### config.mk
export PLATFORM = sky130hd
export DESIGN_NAME = sccs_contact_status
export DESIGN_NICKNAME = d
export VERILOG_FILES = /design/src/design/sccs_pkg.sv /design/src/design/sccs_qbidir_pin.sv /design/src/design/sccs_clk_switch.sv /design/src/design/sccs_contact_status.sv
export SDC_FILE = /design/constraint.sdc
export NUM_CORES = 1
export LEC_CHECK = 0
export BUFFER_PORTS_ARGS = -buffer_cell sky130_fd_sc_hd__buf_2
export CAP_MARGIN = 5
export CELL_PAD_IN_SITES_DETAIL_PLACEMENT = 0
export CELL_PAD_IN_SITES_GLOBAL_PLACEMENT = 1
export CORE_MARGIN = 2
export CORE_UTILIZATION = 29
export DETAILED_ROUTE_END_ITERATION = 16
export PLACE_DENSITY = 0.8
export SYNTH_ARGS = -nofsm -noshare
export SYNTH_HDL_FRONTEND = slang
export SYNTH_SLANG_ARGS = --single-unit
### constraint.sdc
create_clock -name core_clk_in -period 1.4 [get_ports core_clk_in]
set_input_delay 0.07 -clock core_clk_in [delete_from_list [all_inputs] [get_ports core_clk_in]]
set_output_delay 0.07 -clock core_clk_in [all_outputs]
set_load 0.02 [all_outputs]
### src/design/sccs_pkg.sv
package sccs_pkg;
  // ----------------------------------------
  // register map (index, byte address = 4x)
  // ----------------------------------------
  localparam logic [7:0]  CONTACT_IDX  = 8'hAC;
  localparam logic [7:0]  STATUS_IDX   = 8'hAD;
  localparam logic [7:0]  IFCTL_IDX    = 8'hB8;
  localparam logic [11:0] CONTACT_ADDR = {2'h0, CONTACT_IDX, 2'h0};
  localparam logic [11:0] STATUS_ADDR  = {2'h0, STATUS_IDX, 2'h0};
  localparam logic [11:0] IFCTL_ADDR   = {2'h0, IFCTL_IDX, 2'h0};
  // contact control fields
  localparam int CC_VCC    = 0;
  localparam int CC_RST    = 1;
  localparam int CC_CLK    = 2;
  localparam int CC_IO     = 3;
  localparam int CC_C4     = 4;
  localparam int CC_C8     = 5;
  localparam int CC_CLKSEL = 7;
  // status fields
  localparam int ST_PE  = 0;
  localparam int ST_RC  = 1;
  localparam int ST_TC  = 2;
  localparam int ST_WTO = 3;
  localparam int ST_OK  = 4;
  localparam int ST_OVF = 5;
  localparam int ST_IN  = 6;
  localparam int ST_TBE = 7;
  // interface control fields
  localparam int IC_UART = 0;
  localparam int IC_VSEL = 1;
  localparam int IC_REP  = 3;
  localparam int IC_RSEL = 4;
  localparam logic [7:0] CONTACT_RESET = 8'h00;
  localparam logic [7:0] CONTACT_WMASK = 8'hBF;
  localparam logic [4:0] IFCTL_RESET   = 5'h00;
  localparam logic       TBE_RESET     = 1'b1;
  localparam logic [2:0] REP_LIMIT_3   = 3'h3;
  localparam logic [2:0] REP_LIMIT_4   = 3'h4;
  // supply windows in mV
  localparam logic [12:0] V0_MAX  = 13'h00C8;
  localparam logic [12:0] V18_LO  = 13'h0654;
  localparam logic [12:0] V18_HI  = 13'h07BC;
  localparam logic [12:0] V30_LO  = 13'h0A8C;
  localparam logic [12:0] V30_HI  = 13'h0CE4;
  localparam logic [12:0] V50_LO  = 13'h1194;
  localparam logic [12:0] V50_HI  = 13'h157C;

  typedef struct packed {
    logic        psel;
    logic        penable;
    logic        pwrite;
    logic [11:0] paddr;
    logic [31:0] pwdata;
  } sccs_apb_req_t;

  typedef struct packed {
    logic [31:0] prdata;
    logic        pready;
    logic        pslverr;
  } sccs_apb_rsp_t;

  typedef struct packed {
    logic tx_buf_loaded;
    logic buf_write;
    logic buf_read;
    logic wt_expired;
    logic wt_reload;
    logic tx_done;
    logic tx_card_nack;
    logic rx_done;
    logic rx_parity_bad;
    logic uart_io_level;
  } sccs_uart_ev_t;

  typedef struct packed {
    logic out;
    logic oe;
  } sccs_qpad_t;

  typedef struct packed {
    logic c8;
    logic c4;
    logic io;
    logic clk;
    logic rst;
  } sccs_pins_t;

  typedef enum logic [1:0] {
    CS_SOFT      = 2'b00,
    CS_PARK_ISO  = 2'b01,
    CS_ISO       = 2'b11,
    CS_PARK_SOFT = 2'b10
  } sccs_clksrc_e;

  typedef struct packed {
    sccs_clksrc_e st;
    logic         out;
  } sccs_clksw_t;

  localparam sccs_clksw_t CLKSW_RESET = '{st: CS_SOFT, out: 1'b0};

  typedef struct packed {
    logic [7:0] contact;
    logic [4:0] ifctl;
    logic       tbe;
    logic       wto;
    logic       tc;
    logic       rc;
    logic       pe;
    logic       presence;
    logic       ovf;
    logic       in_range;
    logic [2:0] tx_rep;
    logic [2:0] rx_rep;
    logic       rep_req;
    logic       io_sample;
    sccs_pins_t pins;
    logic [7:0] rd_data;
    logic       rd_err;
  } sccs_state_t;

  localparam sccs_state_t STATE_RESET = '{contact: CONTACT_RESET,
                                          ifctl: IFCTL_RESET,
                                          tbe: TBE_RESET,
                                          default: '0};
endpackage

### src/design/sccs_qbidir_pin.sv
`timescale 1ns/1ps
module sccs_qbidir_pin
  import sccs_pkg::*;
(
  input  wire logic level_in,
  input  wire logic pad_in,
  output sccs_qpad_t pad_out,
  output logic       read_out
);
  // low is driven hard, high is released to the pull-up
  assign pad_out.out = 1'b0;
  assign pad_out.oe  = ~level_in;
  // latch at zero always reads zero, as on a port pin
  assign read_out    = level_in & pad_in;
endmodule

### src/design/sccs_clk_switch.sv
`timescale 1ns/1ps
module sccs_clk_switch
  import sccs_pkg::*;
(
  input  wire logic core_clk_in,
  input  wire logic reset_in,
  input  wire logic select_iso_in,
  input  wire logic soft_level_in,
  input  wire logic iso_level_in,
  output logic      clk_out
);
  sccs_clksw_t s_q;
  sccs_clksw_t s_d;

  // ----------------------------------------
  // break-before-make source switch
  // ----------------------------------------
  // the old source is left only while low, the new one taken only
  // while low, so no shortened high phase reaches the pin
  always_comb begin
    s_d = s_q;
    case (s_q.st)
      CS_SOFT: begin
        if (select_iso_in && !soft_level_in) s_d.st = CS_PARK_ISO;
      end
      CS_PARK_ISO: begin
        if (!iso_level_in) s_d.st = CS_ISO;
      end
      CS_ISO: begin
        if (!select_iso_in && !iso_level_in) s_d.st = CS_PARK_SOFT;
      end
      default: begin
        if (!soft_level_in) s_d.st = CS_SOFT;
      end
    endcase
    case (s_d.st)
      CS_SOFT: s_d.out = soft_level_in;
      CS_ISO:  s_d.out = iso_level_in;
      default: s_d.out = 1'b0;
    endcase
  end

  always_ff @(posedge core_clk_in) begin
    if (reset_in) s_q <= CLKSW_RESET;
    else s_q <= s_d;
  end

  assign clk_out = s_q.out;
endmodule

### src/design/sccs_contact_status.sv
// Functional notes
// - clock select picks soft level or ISO clock
// - source switching produces no clock glitch
// - reserved contact bit ignored on write
// - C8 contact level, quasi-bidirectional when high
// - C4 contact level, quasi-bidirectional when high
// - software I/O bit drives and reads pin
// - soft clock bit drives pin when selected
// - reset contact follows its bit
// - pins change only while supply in range or power bit off
// - power bit off deactivates all contacts
// - buffer empty set on load, cleared on write
// - presence bit tracks detector, no debounce
// - overcurrent bit tracks current limit live
// - supply-in-range bit tracks converter output
// - timeout set on expiry, cleared on reload
// - sent flag, success only with repetition on, read clears
// - received flag, buffer read clears
// - parity flag rules, status read clears
// - UART select routes I/O pin
// - three or four repetitions before error
// - voltage field sets supply target window
//
// The APB interface to the registers was decided locally.
`timescale 1ns/1ps
module sccs_contact_status
  import sccs_pkg::*;
(
  input  wire logic          core_clk_in,
  input  wire logic          reset_in,
  input  sccs_apb_req_t      apb_in,
  output sccs_apb_rsp_t      apb_out,
  input  sccs_uart_ev_t      ev_in,
  input  wire logic          presence_in,
  input  wire logic          overcurrent_in,
  input  wire logic [12:0]   supply_mv_in,
  input  wire logic          iso_card_clock_in,
  input  wire logic          pin_c8_in,
  input  wire logic          pin_c4_in,
  input  wire logic          pin_card_io_in,
  output sccs_qpad_t         pin_c8_out,
  output sccs_qpad_t         pin_c4_out,
  output sccs_qpad_t         pin_card_io_out,
  output logic               pin_card_clock_out,
  output logic               reset_contact_out,
  output logic               supply_power_on_out,
  output logic [1:0]         supply_voltage_select_out,
  output logic               uart_select_out,
  output logic               io_to_uart_out,
  output logic               repetition_request_out
);
  sccs_state_t s_q;
  sccs_state_t s_d;
  logic        apb_setup;
  logic        apb_access;
  logic        hit_contact;
  logic        hit_status;
  logic        hit_ifctl;
  logic        wr_en;
  logic        rd_status;
  logic [2:0]  rep_limit;
  logic        clk_sw;
  logic        c8_rd;
  logic        c4_rd;
  logic        io_rd;
  logic [7:0]  contact_rd;
  logic [7:0]  status_rd;

  // ----------------------------------------
  // helpers
  // ----------------------------------------
  function automatic logic set_wins(input logic flag,
                                    input logic set,
                                    input logic clr);
    return set | (flag & ~clr);
  endfunction

  function automatic logic supply_ok(input logic [1:0]  sel,
                                     input logic [12:0] mv);
    logic ok;
    ok = 1'b0;
    case (sel)
      2'b00:   ok = (mv <= V0_MAX);
      2'b01:   ok = (mv >= V18_LO) && (mv <= V18_HI);
      2'b10:   ok = (mv >= V30_LO) && (mv <= V30_HI);
      default: ok = (mv >= V50_LO) && (mv <= V50_HI);
    endcase
    return ok;
  endfunction

  // ----------------------------------------
  // apb decode
  // ----------------------------------------
  assign apb_setup   = apb_in.psel && !apb_in.penable;
  assign apb_access  = apb_in.psel && apb_in.penable;
  assign hit_contact = (apb_in.paddr == CONTACT_ADDR);
  assign hit_status  = (apb_in.paddr == STATUS_ADDR);
  assign hit_ifctl   = (apb_in.paddr == IFCTL_ADDR);
  assign wr_en       = apb_access && apb_in.pwrite;
  assign rd_status   = apb_access && !apb_in.pwrite && hit_status;

  // ----------------------------------------
  // contact pads
  // ----------------------------------------
  sccs_qbidir_pin u_pad_c8 (
    .level_in (s_q.pins.c8),
    .pad_in   (pin_c8_in),
    .pad_out  (pin_c8_out),
    .read_out (c8_rd)
  );

  sccs_qbidir_pin u_pad_c4 (
    .level_in (s_q.pins.c4),
    .pad_in   (pin_c4_in),
    .pad_out  (pin_c4_out),
    .read_out (c4_rd)
  );

  sccs_qbidir_pin u_pad_io (
    .level_in (s_q.pins.io),
    .pad_in   (pin_card_io_in),
    .pad_out  (pin_card_io_out),
    .read_out (io_rd)
  );

  sccs_clk_switch u_clk_switch (
    .core_clk_in   (core_clk_in),
    .reset_in      (reset_in),
    .select_iso_in (s_q.contact[CC_CLKSEL]),
    .soft_level_in (s_q.contact[CC_CLK]),
    .iso_level_in  (iso_card_clock_in),
    .clk_out       (clk_sw)
  );

  // ----------------------------------------
  // read words
  // ----------------------------------------
  // bits 5..3 return the pad, so a released line reads the card
  assign contact_rd = {s_q.contact[CC_CLKSEL], 1'b0,
                       c8_rd, c4_rd, io_rd,
                       s_q.contact[CC_CLK], s_q.contact[CC_RST],
                       s_q.contact[CC_VCC]};
  assign status_rd  = {s_q.tbe, s_q.presence, s_q.ovf, s_q.in_range,
                       s_q.wto, s_q.tc, s_q.rc, s_q.pe};
  assign rep_limit  = s_q.ifctl[IC_RSEL] ? REP_LIMIT_4 : REP_LIMIT_3;

  // ----------------------------------------
  // next state
  // ----------------------------------------
  always_comb begin
    logic tc_set;
    logic rc_set;
    logic pe_set;
    tc_set = 1'b0;
    rc_set = 1'b0;
    pe_set = 1'b0;
    s_d = s_q;
    s_d.rep_req   = 1'b0;
    s_d.presence  = presence_in;
    s_d.ovf       = overcurrent_in;
    s_d.in_range  = supply_ok(s_q.ifctl[IC_VSEL+1:IC_VSEL], supply_mv_in);
    s_d.io_sample = pin_card_io_in;
    // snapshot at setup; the access edge clears only what was shown
    if (apb_setup) begin
      s_d.rd_err = !(hit_contact || hit_status || hit_ifctl);
      if (hit_contact) s_d.rd_data = contact_rd;
      else if (hit_status) s_d.rd_data = status_rd;
      else if (hit_ifctl) s_d.rd_data = {3'h0, s_q.ifctl};
      else s_d.rd_data = 8'h00;
    end
    if (wr_en && hit_contact) begin
      s_d.contact = apb_in.pwdata[7:0] & CONTACT_WMASK;
    end else if (wr_en && hit_ifctl) begin
      s_d.ifctl = apb_in.pwdata[4:0];
    end
    // transmit attempts
    if (ev_in.tx_done) begin
      if (!s_q.ifctl[IC_REP] || !ev_in.tx_card_nack) begin
        tc_set = 1'b1;
        s_d.tx_rep = 3'h0;
      end else if (s_q.tx_rep == rep_limit) begin
        pe_set = 1'b1;
        s_d.tx_rep = 3'h0;
      end else begin
        s_d.tx_rep  = s_q.tx_rep + 3'h1;
        s_d.rep_req = 1'b1;
      end
    end
    // receptions
    if (ev_in.rx_done) begin
      if (!s_q.ifctl[IC_REP]) begin
        rc_set = 1'b1;
        pe_set = pe_set | ev_in.rx_parity_bad;
      end else if (!ev_in.rx_parity_bad) begin
        rc_set = 1'b1;
        s_d.rx_rep = 3'h0;
      end else if (s_q.rx_rep == rep_limit) begin
        rc_set = 1'b1;
        pe_set = 1'b1;
        s_d.rx_rep = 3'h0;
      end else begin
        s_d.rx_rep  = s_q.rx_rep + 3'h1;
        s_d.rep_req = 1'b1;
      end
    end
    s_d.tbe = set_wins(s_q.tbe, ev_in.tx_buf_loaded, ev_in.buf_write);
    s_d.wto = set_wins(s_q.wto, ev_in.wt_expired, ev_in.wt_reload);
    s_d.tc  = set_wins(s_q.tc, tc_set, rd_status && s_q.rd_data[ST_TC]);
    s_d.rc  = set_wins(s_q.rc, rc_set, ev_in.buf_read);
    s_d.pe  = set_wins(s_q.pe, pe_set, rd_status && s_q.rd_data[ST_PE]);
    // contacts: off forces all low, out of range freezes them
    if (!s_q.contact[CC_VCC]) begin
      s_d.pins = '0;
    end else if (s_q.in_range) begin
      s_d.pins.c8  = s_q.contact[CC_C8];
      s_d.pins.c4  = s_q.contact[CC_C4];
      s_d.pins.io  = s_q.ifctl[IC_UART] ? ev_in.uart_io_level
                                        : s_q.contact[CC_IO];
      s_d.pins.clk = clk_sw;
      s_d.pins.rst = s_q.contact[CC_RST];
    end
  end

  always_ff @(posedge core_clk_in) begin
    if (reset_in) s_q <= STATE_RESET;
    else s_q <= s_d;
  end

  // ----------------------------------------
  // outputs
  // ----------------------------------------
  // no activation sequencer: firmware orders rst, clk and io itself
  assign supply_power_on_out       = s_q.contact[CC_VCC];
  assign supply_voltage_select_out = s_q.ifctl[IC_VSEL+1:IC_VSEL];
  assign uart_select_out           = s_q.ifctl[IC_UART];
  assign io_to_uart_out            = s_q.io_sample;
  assign repetition_request_out    = s_q.rep_req;
  assign pin_card_clock_out        = s_q.pins.clk;
  assign reset_contact_out         = s_q.pins.rst;
  assign apb_out.prdata            = {24'h000000, s_q.rd_data};
  assign apb_out.pready            = 1'b1;
  assign apb_out.pslverr           = apb_access && s_q.rd_err;
endmodule

# == Yosys cells after proc, flatten, opt, wreduce, memory -nomap -nowiden ==
# Index checks and enable logic that the tools add are counted.
# classes
addsub,2
order_cmp,7
n_eq_ne,10
mux,36
bitwise,24
reduce_logical,32
# ops
operator,n
12-bit by 10-bit equality test with 1-bit output (second input constant),3
1-bit 2-to-1 mux,21
8-bit 2-to-1 mux,2
1-bit logical AND,15
3-bit 2-to-1 mux,5
13-bit by 11-bit greater-or-equal comparator with 1-bit output (second input constant),1
13-bit by 12-bit greater-or-equal comparator with 1-bit output (second input constant),1
13-bit greater-or-equal comparator (second input constant),1
13-bit by 11-bit <= comparator with 1-bit output (second input constant),1
13-bit by 12-bit <= comparator with 1-bit output (second input constant),1
13-bit <= comparator (second input constant),1
13-bit by 8-bit <= comparator with 1-bit output (second input constant),1
1-bit NOT,10
1-bit AND,8
1-bit zero test,8
2-bit 2-to-1 mux,4
3-bit by 1-bit adder with 3-bit output (second input constant),2
2-bit equality test (second input constant),3
3-bit equality test,2
2-bit zero test,3
1-bit bitwise OR,6
2-bit one-hot mux with 3 select lines,1
5-bit 2-to-1 mux,1
2-bit by 1-bit equality test with 1-bit output (second input constant),2
other kinds (5),8
# totals
reg_bits,45
inputBits,78

# == Longest topological paths before layout ==
# Gate-level depths: netlist (run 1).
# logic_depth
depth_word,10
depth_mapped,6

# == Modules after synthesis ==
# From an unflattened synthesis (run 1), not the netlist that was laid out.
# hier_totals
hier_cells,318
area_unflattened_um2,2662.6
# by_module_without_submodules
mod,n_inst,cells_per_inst,area_each_um2,seq_area_each_um2
sccs_contact_status,1,287,2442.3,840.8
sccs_clk_switch,1,19,156.4,60.1
sccs_qbidir_pin,3,4,21.3,0.0

# == Worst setup path after synthesis (run 1) ==
# No wires, ideal clock.
# synth_timing
kind,register -> register
from,register s_q[34] (netlist name)
to,register s_q[18] (netlist name)
arrival_time_ns,1.313
required_time_ns,1.330
path_slack_ns,0.017
path_stages_with_launch,5
path_buffers,0
path_cell_list,dfxtp_1 nor4bb_1 a311o_1 or4_1 a21oi_1
# synth_via
elab_chain_len,4
# synth_rtl
element,line,rtl
start: declaration,sccs_contact_status.sv:52,sccs_state_t s_q;
start signal: assignment,sccs_contact_status.sv:225,if (reset_in) s_q <= STATE_RESET;
start signal: assignment,sccs_contact_status.sv:226,else s_q <= s_d;
3-bit 2-to-1 mux,sccs_contact_status.sv:145,assign rep_limit = s_q.ifctl[IC_RSEL] ? REP_LIMIT_4 : REP_LIMIT_3;
3-bit equality test,sccs_contact_status.sv:197,end else if (s_q.rx_rep == rep_limit) begin
3-bit 2-to-1 mux,sccs_contact_status.sv:197,
3-bit 2-to-1 mux,sccs_contact_status.sv:194,end else if (!ev_in.rx_parity_bad) begin
# No other way between the ends.
# A chain may end at the register's enable or synchronous reset.

# == Worst setup path after layout (run 1) ==
# Same ends and word-level chain as after synthesis.

==> out/metrics.cfg, run 1 <==
[route]
num_vias=2362
drtPass1Iterations=4
drc_errors=0
drt-vias-per-instance=4.76
wl_um=6350
post_drt_wl_per_cell_um=12.8
ant_nets=0
initialDrtViolationCount=111

[synthesis]
synth.yosys.seq_area_share_pct=35.7
synth_cells=305
synth_edf_count=0
async_flop_share_pct=0
synth.distinct_cells=50
mappedNetlistArea_um2=2520
mean_instance_size_in_the_synthesized_netlist_um2=8.26
synth-main-ff-cell=dfxtp_1
synth-warning-count=0
synth.ff_latch_count=45

[floorplan]
initial_utilization_pct=29.5
dieHeight_um=97.2
ioPinCount=126
coreArea_um2=8550
die_area_um2=9450
dieWidth_um=97.2
rows=34

[critical_path]
start_kind=flop
critical_path_arrival_ns=1.64
crit_type=flop to flop
cp-startpoint=s_q[34]
reg2reg_from=s_q[34]
end_kind=flop
setup_slack_reg_to_reg_ns=-0.001
ff2ff_path_depth=4
critical_path_maximum_fanout=3
timing.critical_path.required_ns=1.64
timing.rr.end=s_q[18]

[timing]
setup_viol_count_final=1
final.setup_skew_ns=0.00230
rsz0062_at_grt=yes
report.final.slew_viol_count=0
setup_slack_ns=-0.00119
finalCriticalPeriod_ns=1.40
finalCritPeriodShare_pct=100
final-hold-violation-count=0
max_freq_mhz=714

[power]
power.share.sequential_pct=53.3
power.net_switching_uw=675
p_sw_share_pct=27.4
power.internal_mw=1.79
power.ir.vdd_worst_mv=0.310
share_comb_of_total_power_pct=14.6
power_per_cell_area_nw_per_um2=787
power.leakage_nw=1.31
power_mw=2.46
clockPowerShare_pct=32.1

[grt]
grt_max_degree=21
gr-total-overflow=0
global_route.usage.total_pct=13.2
grt_pass1_vias=2141
antenna_violations_before_repair=0
grt_first_pass_wirelength_um=10200

[job]
timing.max_cap.violations=0

[worst_hold_path]
worst_hold_path.num_cells=3
hold_path.class=input pin to flop
worst_hold_path.endpoint=s_q[40]
timing.hold.worst.start=apb_in[5]

[clock_network]
cts_tree=done
clk_root_buffer_cell=clkbuf_8
cts_buffer_depth=2
clock_latency_ns=0.30
postCtsSetupBuffers=0
cts_made_buffers=5
ctsHtreeMaxLevel=2
clock-sinks=45
clk_pin_slew_ns=0.08

[final_layout]
num_antenna_cells=0
layout.cells.most_common_list=buf_2 (72), dfxtp_1 (41), nor2_1 (34), conb_1 (28), a21oi_1 (26)
post_route_cells_drive_above_1_share_pct=29.1
layout.nets=469
syn2layout_area_growth_pct=24.1
layout.cells.most_common=buf_2
post-route-util_pct=36.6
filler_cell_count=930

[place]
hpwlAfterDp_um=4830
numPortBuffers=72
gp_routability_congestion=0.794

[run_status]
violations=negative setup slack
outcome=finished with violations

-- power by group through the flow --
| stage | Combinational [mW] | Clock, mW | Sequential (mW) |
|---|---|---|---|
| floorplan | 0.255 | 0 | 1.34 |
| global placement | 0.340 | 0 | 1.34 |
| detailed placement | 0.343 | 0 | 1.34 |
| CTS | 0.358 | 0.813 | 1.31 |
| global route | 0.396 | 0.854 | 1.32 |
| finish | 0.359 | 0.789 | 1.31 |
-- registers in the layout (all words and copies together) (netlist names) --
signal	cells
s_q	23
apb_out	8
contact_rd	3
supply_voltage_select_out	2
u_clk_switch.s_q	2
io_to_uart_out	1
pin_card_clock_out	1
repetition_request_out	1
reset_contact_out	1
supply_power_on_out	1
u_clk_switch.clk_out	1
uart_select_out	1
-- critical path: stages (launching register included) --
cell	delay, ns
dfxtp_2	0.34
nor4bb_4	0.17
a311o_1	0.30
or4_1	0.40
a21oi_1	0.12
-- routing by layer --
| layer | wire (µm) | track usage (%) | up-vias |
|---|---|---|---|
| met5 | 0 | 0 | - |
| met4 | 70 | 3.53 | 0 |
| met3 | 512 | 4.89 | 7 |
| met2 | 2940 | 21.0 | 73 |
| met1 | 2830 | 17.1 | 1107 |
| li1 | - | - | 1175 |
-- kinds of logic (layout without fill, tap and decap cells) --
logic type	after synthesis	count (layout)	synth area share (%)
buffers and inverters	63	120	15.1
adder cells (fa/ha/maj)	4	4	1.99
other	2	28	0.298
flip-flops	45	45	35.7
multiplexers	15	15	5.96
AO/OA/AOI/OAI	73	73	18.6
AND/OR/NAND/NOR	103	103	22.3
-- through the flow --
step | worst slack [ns] | TNS, ns | hold slack (ns) | std cells | cell area [µm²]
after global placement | -0.0944 | -0.869 | 0.250 | 482 | 2950
after global routing | -0.0747 | -0.0978 | 0.00519 | 496 | 3130
after detailed placement | -0.133 | -1.41 | 0.257 | 482 | 2950
after floorplan | 0.0168 | 0 | 0.170 | 331 | 2620
after CTS | -0.00393 | -0.00393 | 0.00149 | 496 | 3100
final | -0.00119 | -0.00119 | 0.00964 | 496 | 3130
-- how the worst max path moves through the flow --
stage / end / cells after the start
2_1_floorplan: s_q[18] / 4
3_3_place_gp: s_q[33] / 8
6_report: s_q[18] / 4
5_1_grt: s_q[18] / 4
3_5_place_dp: apb_out[2] / 6
4_1_cts: s_q[18] / 4
-- cell usage after synthesis (all sizes together) (6+ instances only) --
master,count,area [µm²]
o21ai,15,75.1
a21oi,26,130
nand2,20,75.1
buf,39,290
nand2b,6,37.5
nor2b,8,50.1
clkbuf,10,37.5
mux2i,15,150
dfxtp,45,901
inv,14,52.6
nor2,34,128
nor3,7,46.3
-- layout make-up --
type                       count  area, µm²  area share (%)
clock buffer                   6       72.6            2.32
clock inverter                 2       10.0           0.320
inverter                      14       52.6            1.68
multi-input combinational    223       1370            43.7
sequential                    45        906            29.0
tap                          108        135            4.32
timing repair buffer          98        583            18.6
-- repair_timing --
action	in CTS	in global routing
setup endpoints to repair	2	7
hold buffers	6	0
resized for setup	4	6
hold endpoints to repair	5	0
pin swaps	2	1
Note: power is estimated with default switching activity, not from simulation.
==> run 2, diff against run 1 <==
==> constraint.sdc (replaced) <==
create_clock -name core_clk_in -period 1.4 [get_ports core_clk_in]
set_input_delay 0.28 -clock core_clk_in [delete_from_list [all_inputs] [get_ports core_clk_in]]
set_output_delay 0.28 -clock core_clk_in [all_outputs]
set_load 0.02 [all_outputs]
==> run 2 against run 1 <==
The flow still finishes with violations (negative setup slack). Final area up 3.2%. Cell count up 1.2%. Clock power up 12%. Fmax down 0.81%. Sequential power about the same. Critical endpoint unchanged. Largest cell class unchanged. Largest power group unchanged.
==> out/metrics.cfg, run 2 (synthesis results as in run 1) <==
[route]
initialDrtViolationCount=83  ; was 111
drtPass1Iterations=4  ; unchanged
ant_nets=0  ; unchanged
drt-vias-per-instance=4.70  ; was 4.76
drc_errors=0  ; unchanged
post_drt_wl_per_cell_um=12.7  ; was 12.8 µm
wl_um=6370  ; was 6350 µm
num_vias=2359  ; was 2362

[job]
timing.max_cap.violations=0  ; unchanged

[critical_path]
critical_path_arrival_ns=1.64  ; about the same
end_kind=flop  ; unchanged
crit_type=flop to flop  ; unchanged
start_kind=flop  ; unchanged
critical_path_maximum_fanout=4  ; was 3
worst_path_max_delay_cell=or4_1  ; unchanged
timing.critical_path.buf_inv=0  ; unchanged
worstPathCellList=nor4bb_4 -> a311o_1 -> or4_1 -> a21oi_1  ; unchanged
critical_path.top_delay_family=simple AND/OR/NAND/NOR gates  ; unchanged
critical-path-max-stage-delay_ns=0.40  ; about the same
timing.critical_path.required_ns=1.63  ; was 1.64 ns

[place]
gp_routability_congestion=0.795  ; was 0.794
hpwlAfterDp_um=5020  ; was 4830 µm
numPortBuffers=72  ; unchanged
postPlaceCellArea_um2=3060  ; was 2950 µm²
preCtsSetupSlack_ns=-0.312  ; was -0.133 ns
placed_cells=494  ; was 482

[final_layout]
number_of_flip_flops_under_the_largest_register_name=23  ; unchanged
num_antenna_cells=0  ; unchanged
post_route_cells_drive_above_1_share_pct=33.2  ; was 29.1%
post-route-util_pct=37.7  ; was 36.6%
final-instance-count-excl-fill=502  ; was 496
layout.nets=475  ; was 469
fin_area_um2=3230  ; was 3130 µm²
registers.top_by_ff_count=s_q  ; unchanged
layout.cells.most_common_list=buf_2 (72), dfxtp_1 (39), nor2_1 (33), buf_4 (30), conb_1 (28)  ; was buf_2 (72), dfxtp_1 (41), nor2_1 (34), conb_1 (28), a21oi_1 (26)
syn2layout_area_growth_pct=28.0  ; was 24.1%
layout.cells.most_common=buf_2  ; unchanged

[power]
power.internal_mw=1.90  ; was 1.79 mW
power_per_cell_area_nw_per_um2=799  ; was 787 nW/µm²
clockPowerShare_pct=34.4  ; was 32.1%
power.net_switching_uw=678  ; was 675 µW
power.leakage_nw=1.36  ; was 1.31 nW
power_mw=2.58  ; was 2.46 mW
power.ir.vdd_worst_mv=0.343  ; was 0.310 mV
power.share.sequential_pct=50.9  ; was 53.3%
share_comb_of_total_power_pct=14.7  ; was 14.6%
p_sw_share_pct=26.3  ; was 27.4%

[grt]
grt_max_degree=32  ; was 21
grt_pass1_vias=2183  ; was 2141
grt_first_pass_wirelength_um=10300  ; was 10200 µm
gr-total-overflow=0  ; unchanged
global_route.usage.total_pct=13.5  ; was 13.2%
antenna_violations_before_repair=0  ; unchanged

[clock_network]
ctsHtreeMaxLevel=2  ; unchanged
clk_pin_slew_ns=0.08  ; about the same
clk_root_buffer_cell=clkbuf_8  ; unchanged
cts_tree=done  ; unchanged
cts_hold_buffers=0  ; was 6
cts_made_buffers=5  ; unchanged
clock_latency_ns=0.30  ; about the same
cts_buffer_depth=2  ; unchanged
clock-sinks=45  ; unchanged

[timing]
setup_viol_count_final=1  ; unchanged
finalCritPeriodShare_pct=101  ; was 100%
final-hold-violation-count=0  ; unchanged
max_freq_mhz=708  ; was 714 MHz
finalCriticalPeriod_ns=1.41  ; was 1.40 ns
setup_total_negative_slack_ns=-0.0126  ; was -0.00119 ns
setup_slack_ns=-0.0126  ; was -0.00119 ns
rsz0062_at_grt=yes  ; unchanged
hold_ws_ns=0.154  ; was 0.00964 ns
report.final.slew_viol_count=0  ; unchanged
final.setup_skew_ns=0.00735  ; was 0.00230 ns

[floorplan]
rows=34  ; unchanged
coreArea_um2=8550  ; unchanged
ioPinCount=126  ; unchanged
dieHeight_um=97.2  ; unchanged
dieWidth_um=97.2  ; unchanged
initial_utilization_pct=29.5  ; unchanged
die_area_um2=9450  ; unchanged

[run_status]
violations=negative setup slack  ; unchanged
outcome=finished with violations  ; unchanged

[worst_hold_path]
hold_path.class=input pin to flop  ; unchanged

==> run 2: cell types whose count changed in the layout (fill, tap and decap cells not counted), moves of 2 or more <==
cell / before / now
dlygate4sd3_1: 6 / 0
dfxtp_1: 41 / 39
dfxtp_2: 4 / 6
buf_4: 19 / 30
clkbuf_8: 5 / 7
==> run 2: final cells by class <==
cell class | count | area [µm²]
Timing Repair Buffer | 104 | 626
Inverter | 14 | 52.6
Sequential cell | 45 | 908
Clock buffer | 7 | 96.3
Tap cell | 108 | 135
Multi-Input combinational cell | 223 | 1400
Clock inverter | 1 | 5.00
Fill cell | 905 | 5330
==> run 2: worst paths after layout <==
kind / startpoint / to / slack, ns / cells after the start
max reg2reg: s_q[18] / s_q[18] / -0.01 / 4
max: s_q[18] / s_q[18] / -0.01 / 4
min reg2reg: apb_out[7] / apb_out[7] / 0.46 / 2
min: ev_in[8] / s_q[29] / 0.15 / 2
==> run 2: worst register-to-register path: cells and delay by family (launching register included) <==
| family | cells | cell delay [ns] |
|---|---|---|
| simple gates | 2 | 0.56 |
| flops | 1 | 0.34 |
| compound gates | 2 | 0.44 |
==> run 2: power by group through the flow <==
stage | combinational, mW | sequential (mW) | clock [mW]
floorplan | 0.256 | 1.34 | 0
global placement | 0.369 | 1.34 | 0
detailed placement | 0.372 | 1.34 | 0
CTS | 0.374 | 1.31 | 0.918
global route | 0.418 | 1.32 | 0.972
finish | 0.380 | 1.31 | 0.886
==> run 2: what timing repair did <==
item                                    CTS  global route
resized for setup                         6            10
buffers inserted                          0             0
endpoints found under the setup margin    3            19
cloned                                    0             0
pin swaps                                 1             5
==> run 2: metal layers <==
layer,wire length (µm),up-vias,global-route usage [%],share of wire [%]
met1,2700,1091,16.3,42
met4,84,0,4.38,1.3
li1,-,1185,-,-
met5,0,-,0,0
met2,3040,74,21.8,48
met3,545,9,5.54,8.6
==> run 3, diff against run 2 <==
- SKIP_LAST_GASP: not set -> 1
==> run 3 against run 2 <==
The run still ends with negative setup slack left. Worst setup slack worse by 0.012 ns. Highest routed layer unchanged. Final area down 0.27%. Critical path depth unchanged. Hold slack is essentially flat. Clock power about the same. Global-route usage unchanged. Routed wire length is 0.39% lower. Core utilization fell by 0.10 points. Sequential share of layout area increased by 0.077 points.
==> out/metrics.cfg, run 3 (synthesis results as in run 1) <==
[critical_path]
end_kind=flop  ; unchanged
ff2ff_path_depth=4  ; unchanged
setup_slack_reg_to_reg_ns=-0.02  ; was -0.01 ns
worst_path_max_delay_cell=or4_1  ; unchanged
worstPathCellList=nor4bb_2 -> a311o_1 -> or4_1 -> a21oi_1  ; was nor4bb_4 -> a311o_1 -> or4_1 -> a21oi_1
reg2reg_from=s_q[34]  ; was s_q[18]
critical_path_arrival_ns=1.65  ; was 1.64 ns
crit_type=flop to flop  ; unchanged
timing.rr.end=s_q[18]  ; unchanged
start_kind=flop  ; unchanged
critical_path_maximum_fanout=3  ; was 4
critical-path-max-stage-delay_ns=0.40  ; about the same
timing.critical_path.required_ns=1.63  ; about the same

[clock_network]
cts_buffer_depth=2  ; unchanged
cts_tree=done  ; unchanged
cts_hold_buffers=0  ; unchanged
clock-sinks=45  ; unchanged
clk_root_buffer_cell=clkbuf_8  ; unchanged
ctsHtreeMaxLevel=2  ; unchanged
clock_latency_ns=0.30  ; about the same
cts_made_buffers=5  ; unchanged
clk_pin_slew_ns=0.08  ; about the same

[place]
placed_cells=494  ; unchanged
postPlaceCellArea_um2=3060  ; unchanged
numPortBuffers=72  ; unchanged
gp_routability_congestion=0.795  ; unchanged
hpwlAfterDp_um=5020  ; unchanged

[final_layout]
syn2layout_area_growth_pct=27.7  ; was 28.0%
number_of_flip_flops_under_the_largest_register_name=23  ; unchanged
post-route-util_pct=37.6  ; was 37.7%
num_antenna_cells=0  ; unchanged
layout.cells.most_common=buf_2  ; unchanged
registers.top_by_ff_count=s_q  ; unchanged
final-instance-count-excl-fill=502  ; unchanged
seq_area_um2=908  ; unchanged
post_route_cells_drive_above_1_share_pct=33.2  ; unchanged
area_of_the_multi_input_gates_um2=1390  ; was 1400 µm²
filler_cell_count=906  ; was 905
layout.nets=475  ; unchanged
layout.cells.most_common_list=buf_2 (72), dfxtp_1 (39), nor2_1 (33), buf_4 (30), conb_1 (28)  ; unchanged
fin_area_um2=3220  ; was 3230 µm²

[worst_hold_path]
hold_path.class=input pin to flop  ; unchanged
worst_hold_path.endpoint=s_q[29]  ; unchanged
timing.hold.worst.start=ev_in[8]  ; unchanged
worst_hold_path.num_cells=2  ; unchanged

[job]
timing.max_cap.violations=0  ; unchanged

[route]
initialDrtViolationCount=78  ; was 83
drtPass1Iterations=4  ; unchanged
num_vias=2345  ; was 2359
ant_nets=0  ; unchanged
post_drt_wl_per_cell_um=12.6  ; was 12.7 µm
drt-vias-per-instance=4.67  ; was 4.70
drc_errors=0  ; unchanged
wl_um=6350  ; was 6370 µm

[run_status]
outcome=finished with violations  ; unchanged
violations=negative setup slack  ; unchanged

[grt]
globalRouteMet3Util_pct=5.54  ; unchanged
grt_pass1_vias=2183  ; unchanged
antenna_violations_before_repair=0  ; unchanged
grt_max_degree=32  ; unchanged
gr-total-overflow=0  ; unchanged
grt_first_pass_wirelength_um=10300  ; unchanged
global_route.usage.total_pct=13.5  ; unchanged
top_usage_layer=met2  ; unchanged
grt_util_met1_pct=16.3  ; unchanged
global_route.usage.met2_pct=21.8  ; unchanged

[timing]
max_freq_mhz=702  ; was 708 MHz
final.setup_skew_ns=0.00734  ; was 0.00735 ns
setup_viol_count_final=1  ; unchanged
report.final.slew_viol_count=0  ; unchanged
finalCritPeriodShare_pct=102  ; was 101%
finalCriticalPeriod_ns=1.42  ; was 1.41 ns
rsz0062_at_grt=yes  ; unchanged
setup_total_negative_slack_ns=-0.0243  ; was -0.0126 ns
final-hold-violation-count=0  ; unchanged
setup_slack_ns=-0.0243  ; was -0.0126 ns

[power]
power.net_switching_uw=677  ; was 678 µW
power_mw=2.58  ; about the same
power.ir.vdd_worst_mv=0.343  ; about the same
share_comb_of_total_power_pct=14.7  ; about the same
power_per_cell_area_nw_per_um2=801  ; was 799 nW/µm²
power.share.sequential_pct=50.9  ; about the same
clockPowerShare_pct=34.4  ; about the same
p_sw_share_pct=26.3  ; about the same
power.internal_mw=1.90  ; about the same
power.leakage_nw=1.36  ; about the same

[floorplan]
ioPinCount=126  ; unchanged
dieHeight_um=97.2  ; unchanged
initial_utilization_pct=29.5  ; unchanged
rows=34  ; unchanged
dieWidth_um=97.2  ; unchanged
coreArea_um2=8550  ; unchanged
die_area_um2=9450  ; unchanged

==> run 3: cell counts in the layout (fill, tap and decap cells not counted) <==
Identical to the previous run, type by type.
==> run 3: repair_timing <==
item,CTS,global route
pin swaps,1,5
setup endpoints to repair,3,19
resized for setup,6,9
setup buffers,0,0
==> run 3: cell type report <==
cell class | instances | area share, %
Inverter | 14 | 1.63
Tap cell | 108 | 4.20
Clock inverter | 1 | 0.156
Clock buffer | 7 | 2.99
Multi-Input combinational cell | 223 | 43.3
Sequential cell | 45 | 28.2
Timing Repair Buffer | 104 | 19.4
==> run 3: worst max-delay path by stage <==
| stage | start | to |
|---|---|---|
| floorplan | apb_in[40] | contact_rd[1] |
| global placement | apb_in[40] | contact_rd[1] |
| detailed placement | apb_in[40] | supply_voltage_select_out[0] |
| CTS | s_q[34] | s_q[18] |
| global route | apb_in[40] | apb_out[6] |
| finish | s_q[34] | s_q[18] |
==> run 3: worst max-delay path, delay by kind of cell, from the launching register on <==
| kind | cells | cell delay [ns] |
|---|---|---|
| AND/OR/NAND/NOR | 2 | 0.57 |
| AO/OA/AOI/OAI | 2 | 0.44 |
| flip-flops | 1 | 0.34 |
==> run 3: metal layers <==
metal / wire (µm) / share of wire [%] / vias to the layer above
met5: 0 / 0 / -
met4: 84 / 1.3 / 0
met3: 546 / 8.6 / 9
met2: 3050 / 48 / 72
met1: 2660 / 42 / 1080
li1: - / - / 1184
==> run 3: power by group through the flow <==
stage	registers, mW	logic, mW	clock network [mW]
after CTS	1.31	0.374	0.918
after global placement	1.34	0.369	0
final	1.31	0.380	0.886
after floorplan	1.34	0.256	0
after detailed placement	1.34	0.372	0
after global routing	1.32	0.418	0.972
==> run 3: through the flow <==
stage | setup slack [ns] | hold WS, ns
floorplan | -0.108 | 0.380
global placement | -0.265 | 0.447
detailed placement | -0.312 | 0.446
CTS | 0.00934 | 0.147
global route | -0.0915 | 0.147
finish | -0.0243 | 0.154
